### src/rtl/rtcu_map.vh
// Notes on behaviour
// - timer coil on when accumulated >= preset
// - powered timer steps every tenth second
// - timer clears when rung power drops
// - counter coil on when accumulated >= preset
// - counter steps on off-to-on control edges
// - counter reset line clears accumulated value
`ifndef RTCU_MAP_VH
`define RTCU_MAP_VH

// accumulated and preset value width
`define RTCU_ACC_W 16
// ordinary timers and counters, fixed-preset references
`define RTCU_NUM_TMR 4
`define RTCU_NUM_CTR 4
// dial-preset references per kind
`define RTCU_NUM_DIAL 4
// dial digits per setpoint, four bits each
`define RTCU_DIAL_DIGITS 4
// time base step in ns and clock period in ns
`define RTCU_TENTH_SEC_NS 100000000
`define RTCU_CLK_PERIOD_NS 10
// clock cycles per tenth of a second
`define RTCU_TICK_CYCLES (`RTCU_TENTH_SEC_NS / `RTCU_CLK_PERIOD_NS)
// reset value of accumulators and presets
`define RTCU_ACC_RST 16'h0000
// element kinds
`define RTCU_KIND_TMR 1'b0
`define RTCU_KIND_CTR 1'b1
// largest legal decimal digit
`define RTCU_DIGIT_MAX 4'h9

`endif

### src/rtl/rtcu_elem.v
`timescale 1ns/10ps
`include "rtcu_map.vh"

// one timer or counter element with its output coil
module rtcu_elem #(
  parameter ACC_W = `RTCU_ACC_W,
  parameter KIND = `RTCU_KIND_TMR
) (
  // clock and reset
  input wire clk_i,
  input wire rstn_i,
  // time base step, one cycle
  input wire tick_i,
  // rung power to the element, control line for counters
  input wire power_i,
  // counter reset line, unused by timers
  input wire clear_i,
  // preset to compare against
  input wire [ACC_W-1:0] preset_i,
  // element state
  output wire [ACC_W-1:0] acc_o,
  output wire coil_o
);

  reg [ACC_W-1:0] acc_r; // accumulated value
  reg [ACC_W-1:0] acc_nxt;
  reg prev_r; // control line last scan
  reg coil_r; // output coil
  wire at_max; // holds the value at full scale
  wire rise; // off-to-on transition

  assign at_max = &acc_r;
  assign rise = power_i & ~prev_r;

  // next accumulated value
  always @* begin
    acc_nxt = acc_r;
    if (KIND == `RTCU_KIND_TMR) begin
      if (!power_i) begin
        acc_nxt = `RTCU_ACC_RST;
      end else if (tick_i && !at_max) begin
        acc_nxt = acc_r + {{(ACC_W-1){1'b0}}, 1'b1};
      end
    end else begin
      if (clear_i) begin
        acc_nxt = `RTCU_ACC_RST;
      end else if (rise && !at_max) begin
        acc_nxt = acc_r + {{(ACC_W-1){1'b0}}, 1'b1};
      end
    end
  end

  // state registers, coil follows the new value
  always @(posedge clk_i or negedge rstn_i) begin
    if (!rstn_i) begin
      acc_r <= `RTCU_ACC_RST;
      prev_r <= 1'b0;
      coil_r <= 1'b0;
    end else begin
      acc_r <= acc_nxt;
      prev_r <= power_i;
      coil_r <= (acc_nxt >= preset_i);
    end
  end

  assign acc_o = acc_r;
  assign coil_o = coil_r;

endmodule // rtcu_elem

### src/rtl/rtcu_top.v
`timescale 1ns/10ps
`include "rtcu_map.vh"

// timer and counter unit driven by rung power flow
module rtcu_top #(
  parameter ACC_W = `RTCU_ACC_W,
  parameter NUM_TMR = `RTCU_NUM_TMR,
  parameter NUM_CTR = `RTCU_NUM_CTR,
  parameter NUM_DIAL = `RTCU_NUM_DIAL,
  parameter TICK_CYCLES = `RTCU_TICK_CYCLES
) (
  // clock and reset
  input wire clk_i,
  input wire rstn_i,
  // ordinary timers: rung power and preset
  input wire [NUM_TMR-1:0] tmr_power_i,
  input wire [NUM_TMR*ACC_W-1:0] tmr_preset_i,
  // dial timers: rung power
  input wire [NUM_DIAL-1:0] dtmr_power_i,
  // ordinary counters: control, reset line and preset
  input wire [NUM_CTR-1:0] ctr_power_i,
  input wire [NUM_CTR-1:0] ctr_clear_i,
  input wire [NUM_CTR*ACC_W-1:0] ctr_preset_i,
  // dial counters: control and reset line
  input wire [NUM_DIAL-1:0] dctr_power_i,
  input wire [NUM_DIAL-1:0] dctr_clear_i,
  // external setpoint dials, decimal digits, timers then counters
  input wire [2*NUM_DIAL*`RTCU_DIAL_DIGITS*4-1:0] dial_digits_i,
  // timer state
  output wire [(NUM_TMR+NUM_DIAL)*ACC_W-1:0] tmr_acc_o,
  output wire [NUM_TMR+NUM_DIAL-1:0] tmr_coil_o,
  // counter state
  output wire [(NUM_CTR+NUM_DIAL)*ACC_W-1:0] ctr_acc_o,
  output wire [NUM_CTR+NUM_DIAL-1:0] ctr_coil_o,
  // a dial shows a digit above nine
  output wire [2*NUM_DIAL-1:0] dial_err_o,
  // time base step, for observation
  output wire tick_o
);

  localparam DIG = `RTCU_DIAL_DIGITS; // digits per dial
  localparam DW = DIG * 4; // bits per dial
  localparam NDIAL = 2 * NUM_DIAL; // dials, timers first
  localparam NT = NUM_TMR + NUM_DIAL; // all timers
  localparam NC = NUM_CTR + NUM_DIAL; // all counters
  // prescaler counter, 32 bits, wide enough for a tenth of a second at clocks up to about 42.9 GHz
  localparam TW = 32; // prescaler width

  // prescaler state, one-hot
  localparam ST_RUN = 2'b01; // counting toward a step
  localparam ST_STEP = 2'b10; // step cycle

  reg [1:0] st_r; // prescaler state
  reg [1:0] st_nxt;
  reg [TW-1:0] div_r; // cycles since last step
  reg [TW-1:0] div_nxt;
  reg tick_r; // one-cycle tenth-second step
  wire [TW-1:0] div_last; // last count before a step

  // the step cycle itself closes each period, so the count stops two short;
  // out of reset the first step comes one cycle early, within one period
  assign div_last = TICK_CYCLES - 2;

  // prescaler next state
  always @* begin
    st_nxt = st_r;
    div_nxt = div_r;
    case (st_r)
      ST_RUN: begin
        // reach the step after TICK_CYCLES edges in total
        if (div_r >= div_last) begin
          st_nxt = ST_STEP;
          div_nxt = {TW{1'b0}};
        end else begin
          div_nxt = div_r + {{(TW-1){1'b0}}, 1'b1};
        end
      end
      ST_STEP: begin
        // single step cycle, then back to counting
        st_nxt = ST_RUN;
      end
      default: begin
        // unknown code, restart the period
        st_nxt = ST_RUN;
        div_nxt = {TW{1'b0}};
      end
    endcase
  end

  // prescaler registers, free running time base
  always @(posedge clk_i or negedge rstn_i) begin
    if (!rstn_i) begin
      st_r <= ST_RUN;
      div_r <= {TW{1'b0}};
      tick_r <= 1'b0;
    end else begin
      st_r <= st_nxt;
      div_r <= div_nxt;
      tick_r <= (st_nxt == ST_STEP);
    end
  end

  assign tick_o = tick_r;

  // dial presets, converted from decimal digits
  // a dial turned by hand passes through odd readings, so a reading
  // with any digit above nine is refused and the last good preset stays
  wire [NDIAL*ACC_W-1:0] dial_preset; // held binary preset per dial

  genvar d;
  generate
    for (d = 0; d < NDIAL; d = d + 1) begin : g_dial
      wire [DW-1:0] digits; // this dial, most significant digit on top
      wire [3:0] d3; // thousands
      wire [3:0] d2; // hundreds
      wire [3:0] d1; // tens
      wire [3:0] d0; // units
      wire bad; // any digit out of range
      wire [ACC_W-1:0] bin; // binary value of the digits
      reg [ACC_W-1:0] pre_r; // last good preset of this dial
      reg err_r; // this dial shows a bad reading

      assign digits = dial_digits_i[d*DW +: DW];
      assign d3 = digits[15:12];
      assign d2 = digits[11:8];
      assign d1 = digits[7:4];
      assign d0 = digits[3:0];
      assign bad = (d3 > `RTCU_DIGIT_MAX) | (d2 > `RTCU_DIGIT_MAX) |
                   (d1 > `RTCU_DIGIT_MAX) | (d0 > `RTCU_DIGIT_MAX);
      // weights 1000, 100, 10, 1, all within sixteen bits
      assign bin = d3 * 16'h03e8 + d2 * 16'h0064 + d1 * 16'h000a + {12'h000, d0};

      // dial sampling, a bad reading keeps the last good preset
      always @(posedge clk_i or negedge rstn_i) begin
        if (!rstn_i) begin
          pre_r <= `RTCU_ACC_RST;
          err_r <= 1'b0;
        end else begin
          // error flag follows every reading, good or bad
          err_r <= bad;
          if (!bad) begin
            // good reading, take it as the new preset
            pre_r <= bin;
          end
        end
      end

      // one slice of the shared preset and error buses per dial
      assign dial_preset[d*ACC_W +: ACC_W] = pre_r;
      assign dial_err_o[d] = err_r;
    end
  endgenerate

  // timers: fixed presets first, dial presets on the last references
  genvar t;
  generate
    for (t = 0; t < NT; t = t + 1) begin : g_tmr
      wire pw; // rung power to this timer
      wire [ACC_W-1:0] pre; // preset source

      // the last references of this kind take their preset from a dial
      if (t < NUM_TMR) begin : g_fixed
        assign pw = tmr_power_i[t];
        assign pre = tmr_preset_i[t*ACC_W +: ACC_W];
      end else begin : g_dialed
        assign pw = dtmr_power_i[t-NUM_TMR];
        assign pre = dial_preset[(t-NUM_TMR)*ACC_W +: ACC_W];
      end

      // timers have no reset line; loss of power clears them
      rtcu_elem #(
        .ACC_W(ACC_W),
        .KIND(`RTCU_KIND_TMR)
      ) u_tmr (
        .clk_i(clk_i),
        .rstn_i(rstn_i),
        .tick_i(tick_r),
        .power_i(pw),
        .clear_i(1'b0),
        .preset_i(pre),
        .acc_o(tmr_acc_o[t*ACC_W +: ACC_W]),
        .coil_o(tmr_coil_o[t])
      );
    end
  endgenerate

  // counters: fixed presets first, dial presets on the last references
  genvar c;
  generate
    for (c = 0; c < NC; c = c + 1) begin : g_ctr
      wire pw; // control line
      wire cl; // reset line
      wire [ACC_W-1:0] pre; // preset source

      // the last references of this kind take their preset from a dial
      if (c < NUM_CTR) begin : g_fixed
        assign pw = ctr_power_i[c];
        assign cl = ctr_clear_i[c];
        assign pre = ctr_preset_i[c*ACC_W +: ACC_W];
      end else begin : g_dialed
        assign pw = dctr_power_i[c-NUM_CTR];
        assign cl = dctr_clear_i[c-NUM_CTR];
        // counter dials follow the timer dials
        assign pre = dial_preset[(c-NUM_CTR+NUM_DIAL)*ACC_W +: ACC_W];
      end

      // counters take no time base, only control edges
      rtcu_elem #(
        .ACC_W(ACC_W),
        .KIND(`RTCU_KIND_CTR)
      ) u_ctr (
        .clk_i(clk_i),
        .rstn_i(rstn_i),
        .tick_i(1'b0),
        .power_i(pw),
        .clear_i(cl),
        .preset_i(pre),
        .acc_o(ctr_acc_o[c*ACC_W +: ACC_W]),
        .coil_o(ctr_coil_o[c])
      );
    end
  endgenerate

endmodule // rtcu_top

### config.mk
export PLATFORM = sky130hd
export DESIGN_NAME = rtcu_top
export DESIGN_NICKNAME = d
export VERILOG_FILES = /design/src/rtl/rtcu_elem.v /design/src/rtl/rtcu_top.v
export VERILOG_INCLUDE_DIRS = /design/src /design/src/rtl
export SDC_FILE = /design/constraint.sdc
export NUM_CORES = 2
export LEC_CHECK = 0
export ABC_CLOCK_PERIOD_IN_PS = 8189
export BUFFER_PORTS_ARGS = -buffer_cell sky130_fd_sc_hd__buf_2
export CORE_MARGIN = 3
export CORE_UTILIZATION = 60
export CTS_BUF_LIST = sky130_fd_sc_hd__clkbuf_16
export DETAILED_ROUTE_END_ITERATION = 10
export PLACE_DENSITY = 0.83
export SLEW_MARGIN = 30
export SYNTH_ARGS = -nofsm -noshare
export SYNTH_HDL_FRONTEND = slang
export SYNTH_HIERARCHICAL = 1
export SYNTH_SLANG_ARGS = --single-unit
### constraint.sdc
create_clock -name clk_i -period 8.19 [get_ports clk_i]
set_input_delay 0.4095 -clock clk_i [delete_from_list [all_inputs] [get_ports clk_i]]
set_output_delay 0.4095 -clock clk_i [all_outputs]
set_load 0.05 [all_outputs]
==> results.toml <==
[routing]
post_drt_via_cell_ratio = 5.88
route.antenna.remaining_nets = 0
drt_iter0_markers = 2240
drt-total-wl_um = 105000
dr.pass1.iters = 5
vias = 35200
routedWlPerCell_um = 17.6
drc = 0

[clocking]
root_buffer = "clkbuf_16"
cts_tree = "yes"
cts_resized = 0
cts_made_buffers = 53
clkLatencyLatePin_ps = 600
clk_pin_slew_worst_paths_ps = 60
clock_sinks = 443
h-tree-depth = 2
clk_path_buf_depth = 3
cts_setup_buffers = 0

[worst_setup_path]
crit_type = "primary input to register"
r2r_end = "g_tmr[1].u_tmr/coil_o"
reg2reg_depth = 10
r2r_start = "tick_o"
slowest_stage = "fa_1"
cp_cell_sequence = "buf_2 -> fa_1 -> inv_1 -> fa_1 -> inv_1 -> ha_1 -> inv_1 -> o21bai_1 -> xor2_1 -> ha_1 -> ha_1 -> ha_1 -> or2_2 -> o41ai_1 -> o21ai_0 -> a211oi_1 -> o31ai_1"
required_ps = 8670
start_kind = "primary input"
r2r_setup_slack_ps = 4140
critPathMaxFanout = 5
cp_common_cell = "ha_1"
arrival_ps = 4800
end_kind = "register"
cp_slowest_stage_delay_ps = 620

[flow_run]
cap_viol_max_count = 0

[sta]
slew_violations = 0
rsz0062_at_grt = "false"
setup_slack_ps = 3870
fin_worst_skew_ps = 22.9
period_needed_ps = 4320
fin_crit_sh_pct = 52.8
fmax_mhz = 231
worst_pin_slew_ps = 893
setup_viol_count_final = 0
hold_violations = 0
max_slew_margin_pct = 39.9
finalSetupTns_ps = 0

[min_path]
holdPathStages = 2
min_to = "g_dial[0].pre_r[0]"
worstHoldPathType = "primary input to register"
min-delay-start = "dial_digits_i[0]"

[layout]
fill_cells = 5268
post-route-cell-area_um2 = 46700
area_growth_pct = 13.5
drive_above_1_share_pct = 16.2
fin_cells = 5985
fin_nets = 6171

[floorplan]
die_h_um = 268
fp.dieW_um = 268
ios = 563
core-area_um2 = 67600
dieArea_um2 = 71800
start_util_pct = 60.9
rows = 95

[synthesis]
synth_area_leader_cell = "dfrtp_1"
synth_edf_count = 0
synthFlopType = "dfrtp_1"
synth-async-reset-ratio_pct = 100
ys_seq_elements = 443
ys_seq_area_share_pct = 26.9
synthTopCellsByArea = "dfrtp_1 (27%), ha_1 (21%), fa_1 (6.6%)"
yosys_warnings = 6
synth_area_um2 = 41200
netlist_instances = 4473
synth_most_common_cell = "ha_1"
synth.top_cells.by_count = "ha_1 (705), inv_1 (611), dfrtp_1 (442)"
synth_cell_types = 86
avgSynthCellArea_um2 = 9.21
synthDominantCellAreaShare_pct = 26.9

[placement]
dpl-instance-area_um2 = 44900
hpwl_um = 83700
dp_slack_ps = 3270
place.gp.congestion = 0.922
place_inst = 5852
io_buffer_count = 562

[global_routing]
grt_pass1_vias = 34500
overflow = 0
grt_start_max_net_pins = 160
antenna_found_initial = 27
grt_util_all_layers_pct = 28.4
grt_pass1_wl_um = 169000

[power_and_ir_drop]
power_density_nw_per_um2 = 191
ir_drop_v = 0.000220
leakage_nw = 24.0

[run_status]
status = "complete, no violations"
## per-stage QoR
stage          total power, mW  util [%]  hold slack, ps
6_report                  8.91      69.1            33.1
5_1_grt                   9.71      69.1            23.6
4_1_cts                   8.96      68.9            9.30
3_5_place_dp              6.65      66.4             447
3_3_place_gp              6.47      66.3             441
2_1_floorplan             5.70         -             114
## worst max-delay path: cells and delay by family
kind	cells	cell delay (ps)
adder cells (fa/ha/maj)	6	2260
AO/OA/AOI/OAI	5	1240
buffers and inverters	4	370
AND/OR/NAND/NOR	1	310
XOR/XNOR	1	200
## repair_timing
item                       in CTS  in global routing
hold endpoints to repair       86                  0
setup endpoints to repair       0                  0
hold buffers                    9                  0
## cell usage in the layout (no fill, tap or decap), types with 40 or more instances in the layout
master	count
clkbuf_16	53
a211oi_1	40
nand2_1	288
xnor2_1	146
mux2_2	42
nor4_1	54
nand2b_1	64
nor2_1	236
nand3_1	120
or4_1	58
nand4_1	109
nor3_1	132
dfrtp_1	441
o31ai_1	51
a21o_1	58
nor2b_1	73
o21ai_0	247
xor2_1	55
inv_1	626
ha_1	705
mux2i_1	45
buf_2	561
a21oi_1	220
fa_1	136
## per-layer routing
| layer | GRT usage [%] | vias up | routed length [um] |
|---|---|---|---|
| li1 | - | 17100 | - |
| met1 | 35.0 | 16700 | 43100 |
| met2 | 47.2 | 1093 | 49100 |
| met3 | 6.93 | 324 | 7700 |
| met4 | 13.3 | 14 | 5340 |
| met5 | 0 | - | 70 |
## kinds of logic after synthesis
| logic type | synth area share (%) |
|---|---|
| DFF | 26.9 |
| AOI/OAI and AO/OA | 13.5 |
| adders and majority gates | 28.0 |
| xor gates and xnor gates | 4.27 |
| muxes | 2.24 |
| buffers and inverters | 6.49 |
| other | 0.00910 |
| and+or+nand+nor | 18.6 |
## power breakdown
group | total [mW] | internal (mW) | switching, mW
combinational | 4.09 | 1.82 | 2.27
clock | 2.23 | 1.27 | 0.963
sequential | 2.60 | 2.45 | 0.143
## layout make-up
cell class	instances	area (um^2)	area share [%]
multi-input cells	3346	27500	58.8
inverters	619	2320	4.97
clock inverters	45	298	0.637
repair buffers	585	3090	6.61
flip-flops and latches	443	11100	23.7
well taps	873	1090	2.34
diodes	21	52.6	0.112
clock buffers	53	1330	2.84
## flip-flops by register name, summed over array words and instances (netlist names)
register            flops
g_ctr.u_ctr/acc_o     128
g_tmr.u_tmr/acc_o     128
g_ctr.pre              60
g_dial.pre_r           60
div_r                  32
g_ctr.u_ctr/coil_o      8
g_ctr.u_ctr/prev_r      8
g_dial.err_r            8
g_tmr.u_tmr/coil_o      8
st_r                    2
tick_o                  1
## worst max path at each step
stage,start,end,slack (ps),cells past startpoint
after floorplan,dial_digits_i[13],g_dial[0].pre_r[13],3760,16
after global placement,dial_digits_i[13],g_dial[0].pre_r[13],3370,17
after detailed placement,dial_digits_i[61],g_dial[3].pre_r[13],3270,17
after CTS,dial_digits_i[61],g_dial[3].pre_r[13],3910,17
after global routing,dial_digits_i[93],g_ctr[5].pre[14],3430,17
final,dial_digits_i[93],g_ctr[5].pre[12],3870,17
(Power assumes the default switching activity.)
